## config.mk

```make
export PLATFORM = sky130hd
export DESIGN_NAME = cmc_top
export DESIGN_NICKNAME = d
export VERILOG_FILES = /design/src/logic/cmc_pkg.sv /design/src/logic/cmc_top.sv
export SDC_FILE = /design/constraint.sdc
export NUM_CORES = 1
export LEC_CHECK = 0
export BUFFER_PORTS_ARGS = -buffer_cell sky130_fd_sc_hd__buf_2
export CORE_UTILIZATION = 45
export DETAILED_ROUTE_END_ITERATION = 10
export HOLD_SLACK_MARGIN = 0.08
export PLACE_DENSITY_LB_ADDON = 0.15
export SYNTH_ARGS = -nofsm -noshare
export SYNTH_HDL_FRONTEND = slang
export SYNTH_SLANG_ARGS = --single-unit
```

## constraint.sdc

```tcl
create_clock -name I_REF_CLK -period 8.4 [get_ports I_REF_CLK]
set_input_delay 1.68 -clock I_REF_CLK [delete_from_list [all_inputs] [get_ports I_REF_CLK]]
set_output_delay 1.68 -clock I_REF_CLK [all_outputs]
set_load 0.1 [all_outputs]
```

## src/logic/cmc_pkg.sv

```systemverilog
// Purpose: shared constants and types for the can mode control and status block
// Assumes: 20 MHz reference clock, 32-bit register port with byte offsets
// Notes:   buffer codes are shared by window select and interrupt code; mode codes by requested and current mode
package cmc_pkg;
    typedef enum logic [2:0] {
        MODE_NORMAL   = 3'b000,
        MODE_DISABLE  = 3'b001,
        MODE_LOOPBACK = 3'b010,
        MODE_LISTEN   = 3'b011,
        MODE_CONFIG   = 3'b100
    } cmc_mode_t;

    typedef enum logic [2:0] {
        BUF_NONE = 3'b000,
        BUF_ERR  = 3'b001,
        BUF_TX2  = 3'b010,
        BUF_TX1  = 3'b011,
        BUF_TX0  = 3'b100,
        BUF_RXLO = 3'b101,
        BUF_RXHI = 3'b110,
        BUF_WAKE = 3'b111
    } cmc_code_t;

    localparam logic [6:0] OFS_CONTROL  = 7'h00;
    localparam logic [6:0] OFS_STATUS   = 7'h04;
    localparam logic [6:0] OFS_INT_FLAG = 7'h08;
    localparam logic [6:0] OFS_INT_MASK = 7'h0c;
    localparam logic [6:0] OFS_TX_CTRL  = 7'h10;
    localparam logic [6:0] OFS_BIT_CYC  = 7'h14;
    localparam logic [6:0] OFS_WAKE_LEN = 7'h18;
    localparam logic [6:0] OFS_MISC     = 7'h1c;
    localparam logic [6:0] OFS_FILT0    = 7'h20;
    localparam logic [6:0] OFS_MASK0    = 7'h38;
    localparam logic [6:0] OFS_MASK1    = 7'h3c;
    localparam logic [6:0] OFS_RXHI_ID  = 7'h40;
    localparam logic [6:0] OFS_RXLO_ID  = 7'h44;

    localparam int         CTL_REQ_LSB   = 5;
    localparam int         CTL_ABORT_BIT = 4;
    localparam int         CTL_WIN_LSB   = 1;
    localparam int         STS_OVF_LSB   = 8;
    localparam int         TXC_PRIO_LSB  = 4;
    localparam int         FLT_EXT_BIT   = 30;
    localparam logic [7:0] CONTROL_RESET = 8'h80;
    localparam int         INT_W         = 7;
    localparam int         IX_ERR        = 0;
    localparam int         IX_TX2        = 1;
    localparam int         IX_TX1        = 2;
    localparam int         IX_TX0        = 3;
    localparam int         IX_RXLO       = 4;
    localparam int         IX_RXHI       = 5;
    localparam int         IX_WAKE       = 6;

    localparam int         CLK_HZ        = 20_000_000;
    localparam int         MAX_BPS       = 1_000_000;
    localparam int         MIN_BIT_CYC   = CLK_HZ / MAX_BPS;
    localparam logic [7:0] BIT_CYC_RESET = 8'h28;
    localparam logic [7:0] WAKE_LEN_RST  = 8'h10;
    localparam logic [3:0] MAX_DLC       = 4'h8;
endpackage

```

## src/logic/cmc_top.sv

```systemverilog
// Purpose: can controller top control: modes, abort, window, interrupt code, filters
// Assumes: protocol engine on the same clock supplies frames, idle and error states
// Notes:   bus receive pin is asynchronous and is synchronised before use
//
// Decided for this implementation: the placing of the registers and strobed register access.
`timescale 1ns/1ps
`default_nettype none
// Overview of operation
// [RQ1] requested mode decodes: top bit config, 011 listen, 010 loopback, 001 disable, 000 normal
// [RQ2] current mode reports 100/011/010/001/000; codes 101..111 never appear
// [RQ3] abort bit held at one cancels pending transmissions in all three buffers
// [RQ4] window selector maps one buffer; 101 rx low, 100/011/010 tx, others rx high
// [RQ5] interrupt source code is prioritized: wake, rx high, rx low, tx0..tx2, error, none
// [RQ6] buffer codes of interrupt source equal window select codes
// [RQ7] software should enter disable mode before the device sleeps
// [RQ8] control bit 0 and status bits 4 and 0 always read zero
// [RQ9] software sets receive pin as input and transmit pin as output first
// [RQ10] frames are error checked, then filtered; only matches are stored in a receive buffer
// [RQ11] six filters and two masks; two filters for rx high, four for rx low
// [RQ12] standard and extended frames with 0..8 bytes and remote frames are handled
// [RQ13] bit rate programmable, never faster than one megabit per second
// [RQ14] three transmit buffers sent in software priority order, each abortable
// [RQ15] loopback mode receives own frames internally for self test
// [RQ16] bus activity wakes the device through a programmable glitch filter
// [RQ17] every receiver and transmitter error state can raise an interrupt
// [RQ18] frame events produce a time-stamp strobe toward a timer when enabled
// [RQ19] after reset both mode fields show config; current changes once transition completes
module cmc_top
    import cmc_pkg::*;
#(
    parameter int N_FILT = 6
) (
    input  wire logic        I_REF_CLK,
    input  wire logic        I_RESET_N,
    input  wire logic [6:0]  I_ADDR,
    input  wire logic [31:0] I_WDATA,
    input  wire logic        I_WR,
    input  wire logic        I_RD,
    output logic      [31:0] O_RDATA,
    output logic             O_IRQ,
    input  wire logic        I_BUS_RX_PIN,
    input  wire logic        I_BUS_IDLE,
    input  wire logic        I_FRAME_VALID,
    input  wire logic        I_FRAME_ERR,
    input  wire logic [28:0] I_FRAME_ID,
    input  wire logic        I_FRAME_EXT,
    input  wire logic        I_FRAME_RTR,
    input  wire logic [3:0]  I_FRAME_DLC,
    input  wire logic        I_TX_DONE,
    input  wire logic        I_TX_FAIL,
    input  wire logic [2:0]  I_ERR_STATE,
    output logic             O_TX_START,
    output logic      [1:0]  O_TX_BUF,
    output logic      [2:0]  O_MODE,
    output logic      [2:0]  O_WINDOW_BUF,
    output logic             O_BIT_TICK,
    output logic             O_TIMESTAMP
);
    initial begin
        if (N_FILT != 6) $error("cmc_top: filter count must be 6");
    end

    logic [7:0]        control_r;
    cmc_mode_t         cur_mode_r;
    logic [INT_W-1:0]  int_flag_r;
    logic [INT_W-1:0]  int_mask_r;
    logic [2:0]        tx_req_r;
    logic [5:0]        tx_prio_r;
    logic              tx_active_r;
    logic [1:0]        tx_idx_r;
    logic [7:0]        bit_cyc_r;
    logic [7:0]        bit_cnt_r;
    logic [7:0]        wake_len_r;
    logic [7:0]        wake_cnt_r;
    logic              wake_seen_r;
    logic              ts_en_r;
    logic [30:0]       filt_r [N_FILT];
    logic [28:0]       mask_r [2];
    logic [30:0]       rxhi_id_r;
    logic [30:0]       rxlo_id_r;
    logic [1:0]        ovf_r;
    logic [2:0]        err_state_r;
    logic              rx_sync1_r;
    logic              rx_sync2_r;
    logic [31:0]       rdata_r;
    logic              tick_r;
    logic              ts_r;

    // [RQ1] requested mode decode
    cmc_mode_t req_mode;
    always_comb begin
        if (control_r[CTL_REQ_LSB+2]) begin
            req_mode = MODE_CONFIG;
        end else begin
            unique case (control_r[CTL_REQ_LSB+1 -: 2])
                2'b11: req_mode = MODE_LISTEN;
                2'b10: req_mode = MODE_LOOPBACK;
                2'b01: req_mode = MODE_DISABLE;
                2'b00: req_mode = MODE_NORMAL;
            endcase
        end
    end

    logic abort_all;
    assign abort_all = control_r[CTL_ABORT_BIT];

    // [RQ4] window decode; [RQ6] shares the interrupt code encoding
    logic [2:0] win_sel;
    cmc_code_t  win_buf;
    assign win_sel = control_r[CTL_WIN_LSB +: 3];
    always_comb begin
        unique case (win_sel)
            BUF_RXLO: win_buf = BUF_RXLO;
            BUF_TX0:  win_buf = BUF_TX0;
            BUF_TX1:  win_buf = BUF_TX1;
            BUF_TX2:  win_buf = BUF_TX2;
            default:  win_buf = BUF_RXHI;
        endcase
    end

    // bus strobes
    logic wr_ctl;
    logic wr_flag;
    logic wr_txc;
    assign wr_ctl  = I_WR && I_ADDR == OFS_CONTROL;
    assign wr_flag = I_WR && I_ADDR == OFS_INT_FLAG;
    assign wr_txc  = I_WR && I_ADDR == OFS_TX_CTRL;

    always_ff @(posedge I_REF_CLK) begin
        if (!I_RESET_N) begin
            control_r <= CONTROL_RESET;                       // [RQ19]
        end else if (wr_ctl) begin
            control_r <= {I_WDATA[7:1], 1'b0};                // [RQ8]
        end
    end

    // [RQ19] current mode follows request only when the engine is idle
    always_ff @(posedge I_REF_CLK) begin
        if (!I_RESET_N) begin
            cur_mode_r <= MODE_CONFIG;
        end else if (cur_mode_r != req_mode && I_BUS_IDLE && !tx_active_r) begin
            cur_mode_r <= req_mode;                           // [RQ2]
        end
    end

    always_ff @(posedge I_REF_CLK) begin
        if (!I_RESET_N) begin
            int_mask_r <= '0;
            bit_cyc_r  <= BIT_CYC_RESET;
            wake_len_r <= WAKE_LEN_RST;
            ts_en_r    <= 1'b0;
            tx_prio_r  <= '0;
            mask_r[0]  <= '0;
            mask_r[1]  <= '0;
        end else if (I_WR) begin
            if (I_ADDR == OFS_INT_MASK) int_mask_r <= I_WDATA[INT_W-1:0];
            if (I_ADDR == OFS_BIT_CYC)  bit_cyc_r  <= I_WDATA[7:0];
            if (I_ADDR == OFS_WAKE_LEN) wake_len_r <= I_WDATA[7:0];
            if (I_ADDR == OFS_MISC)     ts_en_r    <= I_WDATA[0];
            if (wr_txc)                 tx_prio_r  <= I_WDATA[TXC_PRIO_LSB +: 6];
            if (I_ADDR == OFS_MASK0)    mask_r[0]  <= I_WDATA[28:0];
            if (I_ADDR == OFS_MASK1)    mask_r[1]  <= I_WDATA[28:0];
        end
    end

    // [RQ11] six filters, first two steer to the high priority buffer
    logic [N_FILT-1:0] hit;
    for (genvar g = 0; g < N_FILT; g++) begin : g_filt
        always_ff @(posedge I_REF_CLK) begin
            if (!I_RESET_N) begin
                filt_r[g] <= '0;
            end else if (I_WR && I_ADDR == OFS_FILT0 + 7'(4 * g)) begin
                filt_r[g] <= I_WDATA[30:0];
            end
        end
        assign hit[g] = filt_r[g][FLT_EXT_BIT] == I_FRAME_EXT &&
                        ((filt_r[g][28:0] ^ I_FRAME_ID) & mask_r[g < 2 ? 0 : 1]) == 29'h0;
    end

    // [RQ10] error check precedes filtering; [RQ12] dlc 0..8
    logic rx_mode_ok;
    logic frame_ok;
    logic rx_hi;
    logic rx_lo;
    assign rx_mode_ok = cur_mode_r == MODE_NORMAL || cur_mode_r == MODE_LISTEN ||
                        cur_mode_r == MODE_LOOPBACK;                    // [RQ15]
    assign frame_ok = I_FRAME_VALID && !I_FRAME_ERR && rx_mode_ok && I_FRAME_DLC <= MAX_DLC;
    assign rx_hi = frame_ok && |hit[1:0];
    assign rx_lo = frame_ok && !(|hit[1:0]) && |hit[N_FILT-1:2];

    always_ff @(posedge I_REF_CLK) begin
        if (!I_RESET_N) begin
            rxhi_id_r <= '0;
            rxlo_id_r <= '0;
        end else begin
            if (rx_hi && !int_flag_r[IX_RXHI]) begin
                rxhi_id_r <= {I_FRAME_RTR, I_FRAME_EXT, I_FRAME_ID};   // [RQ10]
            end
            if (rx_lo && !int_flag_r[IX_RXLO]) begin
                rxlo_id_r <= {I_FRAME_RTR, I_FRAME_EXT, I_FRAME_ID};   // [RQ12]
            end
        end
    end

    always_ff @(posedge I_REF_CLK) begin
        if (!I_RESET_N) begin
            ovf_r <= '0;
        end else begin
            ovf_r[0] <= (rx_hi && int_flag_r[IX_RXHI]) ||
                        (ovf_r[0] && !(I_WR && I_ADDR == OFS_STATUS && I_WDATA[STS_OVF_LSB]));
            ovf_r[1] <= (rx_lo && int_flag_r[IX_RXLO]) ||
                        (ovf_r[1] && !(I_WR && I_ADDR == OFS_STATUS && I_WDATA[STS_OVF_LSB+1]));
        end
    end

    // [RQ14] transmit arbitration by software priority, higher index on ties
    logic       tx_mode_ok;
    logic       tx_pick_v;
    logic [1:0] tx_pick;
    logic [1:0] best_prio;
    assign tx_mode_ok = cur_mode_r == MODE_NORMAL || cur_mode_r == MODE_LOOPBACK;
    always_comb begin
        tx_pick_v = 1'b0;
        tx_pick   = 2'd0;
        best_prio = 2'd0;
        for (int k = 0; k < 3; k++) begin
            if (tx_req_r[k] && (!tx_pick_v || tx_prio_r[2*k +: 2] >= best_prio)) begin
                tx_pick_v = 1'b1;
                tx_pick   = 2'(k);
                best_prio = tx_prio_r[2*k +: 2];
            end
        end
    end

    logic tx_launch;
    assign tx_launch = tx_pick_v && !tx_active_r && tx_mode_ok && I_BUS_IDLE && !abort_all;

    logic [2:0] tx_done_vec;
    for (genvar t = 0; t < 3; t++) begin : g_tx
        assign tx_done_vec[t] = tx_active_r && I_TX_DONE && tx_idx_r == 2'(t) && tx_req_r[t];
        always_ff @(posedge I_REF_CLK) begin
            if (!I_RESET_N) begin
                tx_req_r[t] <= 1'b0;
            end else if (abort_all || tx_done_vec[t]) begin
                tx_req_r[t] <= 1'b0;                                   // [RQ3]
            end else if (wr_txc) begin
                tx_req_r[t] <= I_WDATA[t];                             // [RQ14]
            end
        end
    end

    always_ff @(posedge I_REF_CLK) begin
        if (!I_RESET_N) begin
            tx_active_r <= 1'b0;
            tx_idx_r    <= 2'd0;
        end else if (tx_active_r) begin
            if (I_TX_DONE || I_TX_FAIL) tx_active_r <= 1'b0;
        end else if (tx_launch) begin
            tx_active_r <= 1'b1;
            tx_idx_r    <= tx_pick;
        end
    end

    // [RQ16] wake filter: dominant level held for the programmed length
    always_ff @(posedge I_REF_CLK) begin
        if (!I_RESET_N) begin
            rx_sync1_r <= 1'b1;
            rx_sync2_r <= 1'b1;
        end else begin
            rx_sync1_r <= I_BUS_RX_PIN;
            rx_sync2_r <= rx_sync1_r;
        end
    end

    logic wake_evt;
    assign wake_evt = cur_mode_r == MODE_DISABLE && !rx_sync2_r && !wake_seen_r &&
                      wake_cnt_r >= wake_len_r;
    always_ff @(posedge I_REF_CLK) begin
        if (!I_RESET_N) begin
            wake_cnt_r  <= '0;
            wake_seen_r <= 1'b0;
        end else if (cur_mode_r != MODE_DISABLE || rx_sync2_r) begin
            wake_cnt_r  <= '0;
            wake_seen_r <= 1'b0;
        end else begin
            if (wake_cnt_r != 8'hff) wake_cnt_r <= wake_cnt_r + 8'h01;  // [RQ16]
            if (wake_evt) wake_seen_r <= 1'b1;
        end
    end

    // [RQ17] any newly reached error state raises the error flag
    logic err_evt;
    always_ff @(posedge I_REF_CLK) begin
        if (!I_RESET_N) err_state_r <= '0;
        else            err_state_r <= I_ERR_STATE;
    end
    assign err_evt = |(I_ERR_STATE & ~err_state_r);

    // sticky flags, write one to clear, set wins
    logic [INT_W-1:0] int_set;
    assign int_set = {wake_evt, rx_hi, rx_lo, tx_done_vec[0], tx_done_vec[1], tx_done_vec[2], err_evt};
    always_ff @(posedge I_REF_CLK) begin
        if (!I_RESET_N) begin
            int_flag_r <= '0;
        end else begin
            int_flag_r <= int_set | (int_flag_r & ~(wr_flag ? I_WDATA[INT_W-1:0] : '0));
        end
    end

    // [RQ5] prioritized source code over unmasked pending flags
    logic [INT_W-1:0] pend;
    cmc_code_t        icode;
    assign pend = int_flag_r & int_mask_r;
    always_comb begin
        icode = BUF_NONE;
        for (int k = 0; k < INT_W; k++) begin
            if (pend[k]) icode = cmc_code_t'(3'(k + 1));              // [RQ6]
        end
    end

    // [RQ13] bit tick never faster than the minimum bit period
    logic [7:0] bit_len;
    assign bit_len = bit_cyc_r < 8'(MIN_BIT_CYC) ? 8'(MIN_BIT_CYC) : bit_cyc_r;
    always_ff @(posedge I_REF_CLK) begin
        if (!I_RESET_N || cur_mode_r == MODE_CONFIG) begin
            bit_cnt_r <= '0;
            tick_r    <= 1'b0;
        end else if (bit_cnt_r >= bit_len - 8'h01) begin
            bit_cnt_r <= '0;
            tick_r    <= 1'b1;
        end else begin
            bit_cnt_r <= bit_cnt_r + 8'h01;
            tick_r    <= 1'b0;
        end
    end

    // [RQ18] time-stamp strobe
    always_ff @(posedge I_REF_CLK) begin
        if (!I_RESET_N) ts_r <= 1'b0;
        else            ts_r <= ts_en_r && (rx_hi || rx_lo || |tx_done_vec);
    end

    // register read, answer one cycle later
    always_ff @(posedge I_REF_CLK) begin
        if (!I_RESET_N) begin
            rdata_r <= '0;
        end else if (I_RD) begin
            rdata_r <= '0;
            unique case (I_ADDR)
                OFS_CONTROL:  rdata_r[7:0] <= control_r;
                OFS_STATUS:   rdata_r[9:0] <= {ovf_r, cur_mode_r, 1'b0, icode, 1'b0}; // [RQ8]
                OFS_INT_FLAG: rdata_r[INT_W-1:0] <= int_flag_r;
                OFS_INT_MASK: rdata_r[INT_W-1:0] <= int_mask_r;
                OFS_TX_CTRL:  rdata_r[9:0] <= {tx_prio_r, 1'b0, tx_req_r};
                OFS_BIT_CYC:  rdata_r[7:0] <= bit_cyc_r;
                OFS_WAKE_LEN: rdata_r[7:0] <= wake_len_r;
                OFS_MISC:     rdata_r[0] <= ts_en_r;
                OFS_MASK0:    rdata_r[28:0] <= mask_r[0];
                OFS_MASK1:    rdata_r[28:0] <= mask_r[1];
                OFS_RXHI_ID:  rdata_r[30:0] <= rxhi_id_r;
                OFS_RXLO_ID:  rdata_r[30:0] <= rxlo_id_r;
                default: begin
                    for (int k = 0; k < N_FILT; k++) begin
                        if (I_ADDR == OFS_FILT0 + 7'(4 * k)) rdata_r[30:0] <= filt_r[k];
                    end
                end
            endcase
        end else begin
            rdata_r <= '0;
        end
    end

    assign O_RDATA      = rdata_r;
    assign O_IRQ        = |pend;
    assign O_TX_START   = tx_launch;
    assign O_TX_BUF     = tx_launch ? tx_pick : tx_idx_r;
    assign O_MODE       = cur_mode_r;
    assign O_WINDOW_BUF = win_buf;
    assign O_BIT_TICK   = tick_r;
    assign O_TIMESTAMP  = ts_r;
endmodule
`default_nettype wire

```

==> impl_metrics.tcl <==
set metrics [dict create \
    hold_viol 0 \
    required_ps 6720 \
    grt_usage 0.310 \
    synth_flop_cell "edfxtp_1" \
    p_comb_frac 0.073 \
    path_buf_inv 1 \
    max_slew_margin 0.183 \
    drv_cap 0 \
    numClockSinks 416 \
    mostFrequentLayoutCell "edfxtp_1" \
    ff_latch_area_um2 10800 \
    power_switching_uw 1170 \
    cpMaxStageDelayCell "dfxtp_1" \
    criticalPathCategory "reg2out" \
    arrival_ps 3340 \
    period_share 0.598 \
    synth-edff-count 244 \
    crit_path_start_kind "register" \
    layout.nets 2079 \
    power_leakage_uw 0.00876 \
    cts_tree "yes" \
    hp-class "reg2reg" \
    place_congestion 0.909 \
    crit_path_cell_trace "and2_1 > ha_1 > o21ai_0 > nand3b_1 > nand2_1 > nand2_1 > o21ai_0 > ha_1 > o21ai_0 > a21boi_0 > nor2_1 > mux2_2 > buf_2" \
    cts_resized 0 \
    finalWirelength_um 72600 \
    min_period_ps 5020 \
    first_pass_iters 5 \
    start_util 0.455 \
    syn_to_final_growth_pct 12.4 \
    ys_ff_latch 416 \
    synth_nets 2008 \
    drt_iter0_drc 1754 \
    rsz0062_at_grt "false" \
    vias 16000 \
    ys_types 56 \
    die-area_um2 46600 \
    chipWidth_um 216 \
    fmax_mhz 199 \
    synthesis.area_um2 20600 \
    setup_viol 0 \
    synth_seq_area_share 0.523 \
    stdcell_count 2610 \
    tns_ps 0 \
    drt-wirelength-per-cell_um 27.8 \
    portBuffers 128 \
    htree_levels 2 \
    dp_cells 2521 \
    multi_input_area_um2 9100 \
    path_max_fanout 8 \
    grt_overflow 0 \
    skew_ps 29.6 \
    drc 0 \
    antenna_found_initial 5 \
    grt_pass1_wl_um 105000 \
    synthArstFlopShare 0 \
    finalMaxSlewViolations 0 \
    vias_per_cell 6.13 \
    crit_family "simple AND/OR/NAND/NOR gates" \
    irDropWorstVdd_v 0.000124 \
    grt_pass1_vias 15500 \
    p_clk_frac 0.442 \
    cpMostUsedCell "o21ai_0" \
    ant_nets 0 \
    layout-drive-gt1-share 0.130 \
    status "completed" \
    intPower_uw 3540 \
    dp_hpwl_um 46900 \
    clock_path_buffers 3 \
    clk_latency_ps 600 \
    swShare 0.248 \
    root_buffer "clkbuf_16" \
    core-area_um2 45300 \
    ios 131 \
    cpPeakStageDelay_ps 510 \
    post-cts-setup-buffers 0 \
    rows 78 \
    power_frac_seq 0.486 \
    die_h_um 216 \
    avgSynthCellArea_um2 10.8 \
    yosys_warnings 0 \
    grt_max_degree 82 \
    end_kind "output pin" \
    synth_cells 1899 \
    tightest_slew_ps 1220 \
    fillerInstances 4110 \
    p_per_area_nw_per_um2 204 \
    holdBufCountCts 0 \
    cts_made_buffers 47 \
    final_cell_mix "244 x edfxtp_1, 225 x and2_1, 192 x nand2_1" \
    path_clk_slew_ps 60 \
]
Yosys cell counts, drive strengths merged (11+ instances only):
master | n | share of area
a21boi | 39 | 0.014
a21oi | 34 | 0.0083
a221oi | 58 | 0.025
a22o | 55 | 0.023
a22oi | 142 | 0.052
a31oi | 27 | 0.0082
and2 | 225 | 0.068
buf | 61 | 0.022
clkbuf | 75 | 0.014
dfxtp | 172 | 0.17
edfxtp | 244 | 0.36
ha | 22 | 0.013
inv | 22 | 0.0040
mux2i | 69 | 0.034
nand2 | 197 | 0.036
nand2b | 14 | 0.0046
nand3 | 68 | 0.017
nand4 | 19 | 0.0058
nor2 | 42 | 0.0083
nor2b | 11 | 0.0033
nor3 | 27 | 0.0066
o21ai | 25 | 0.0061
xor2 | 183 | 0.078
final cells by class:
type | count | area share
Clock buffer | 65 | 0.0586
Tap cell | 600 | 0.0324
Timing Repair Buffer | 158 | 0.0375
Multi-Input combinational cell | 1325 | 0.393
Clock inverter | 22 | 0.00860
Inverter | 22 | 0.00357
Antenna cell | 2 | 0.000216
Sequential cell | 416 | 0.466
per-layer routing:
metal / part of all wire / global-route usage
met1: 0.40 / 0.409
met2: 0.45 / 0.485
met3: 0.11 / 0.0792
met4: 0.039 / 0.125
met5: 0.00036 / 0
registers in the layout, indices dropped and copies added (netlist names), 31 cells and up:
name	cells
filt_r	186
mask_r	58
O_RDATA	31
rxhi_id_r	31
rxlo_id_r	31
worst register-to-register path, cell delays in order, from the launching register on:
cell       delay (ps)
edfxtp_1          580
a22oi_1           380
nand4_1           300
nor4_1            310
nor4_1            150
nand4bb_4         980
mux2i_1           490
power by group through the flow:
stage	sequential [µW]	clock, µW	combinational (µW)
after detailed placement	2330	0	333
final	2290	2080	343
after CTS	2290	2100	335
after floorplan	2310	0	183
after global placement	2330	0	332
after global routing	2290	2180	357
worst paths after layout:
| check | from | to | slack [ps] | cells after the start |
|---|---|---|---|---|
| hold / removal | rx_sync1_r | rx_sync2_r | 420 | 1 |
| setup reg to reg | mask_r[0][29] | rxlo_id_r[11] | 5140 | 6 |
| setup / recovery | tx_req_r[0] | O_TX_BUF[0] | 3380 | 13 |
| hold reg to reg | rx_sync1_r | rx_sync2_r | 420 | 1 |
per-stage QoR:
stage / setup WS (ps) / hold WS, ps / power, µW / cell area (µm²) / utilization
3_5_place_dp: 3460 / 405 / 2660 / 21600 / 0.476
4_1_cts: 3340 / 439 / 4720 / 23100 / 0.511
2_1_floorplan: 2790 / 386 / 2500 / 20600 / -
3_3_place_gp: 3450 / 416 / 2660 / 21600 / 0.476
6_report: 3380 / 425 / 4710 / 23100 / 0.511
5_1_grt: 3080 / 456 / 4830 / 23100 / 0.511
logic make-up after synthesis:
| group | share of synthesized area |
|---|---|
| and+or+nand+nor | 0.161 |
| DFF | 0.523 |
| AOI/OAI and AO/OA | 0.147 |
| xor gates and xnor gates | 0.0808 |
| buffers and inverters | 0.0400 |
| muxes | 0.0346 |
| adders and majority gates | 0.0134 |
| other | 0.000182 |
Note: power is estimated with default switching activity, not from simulation.
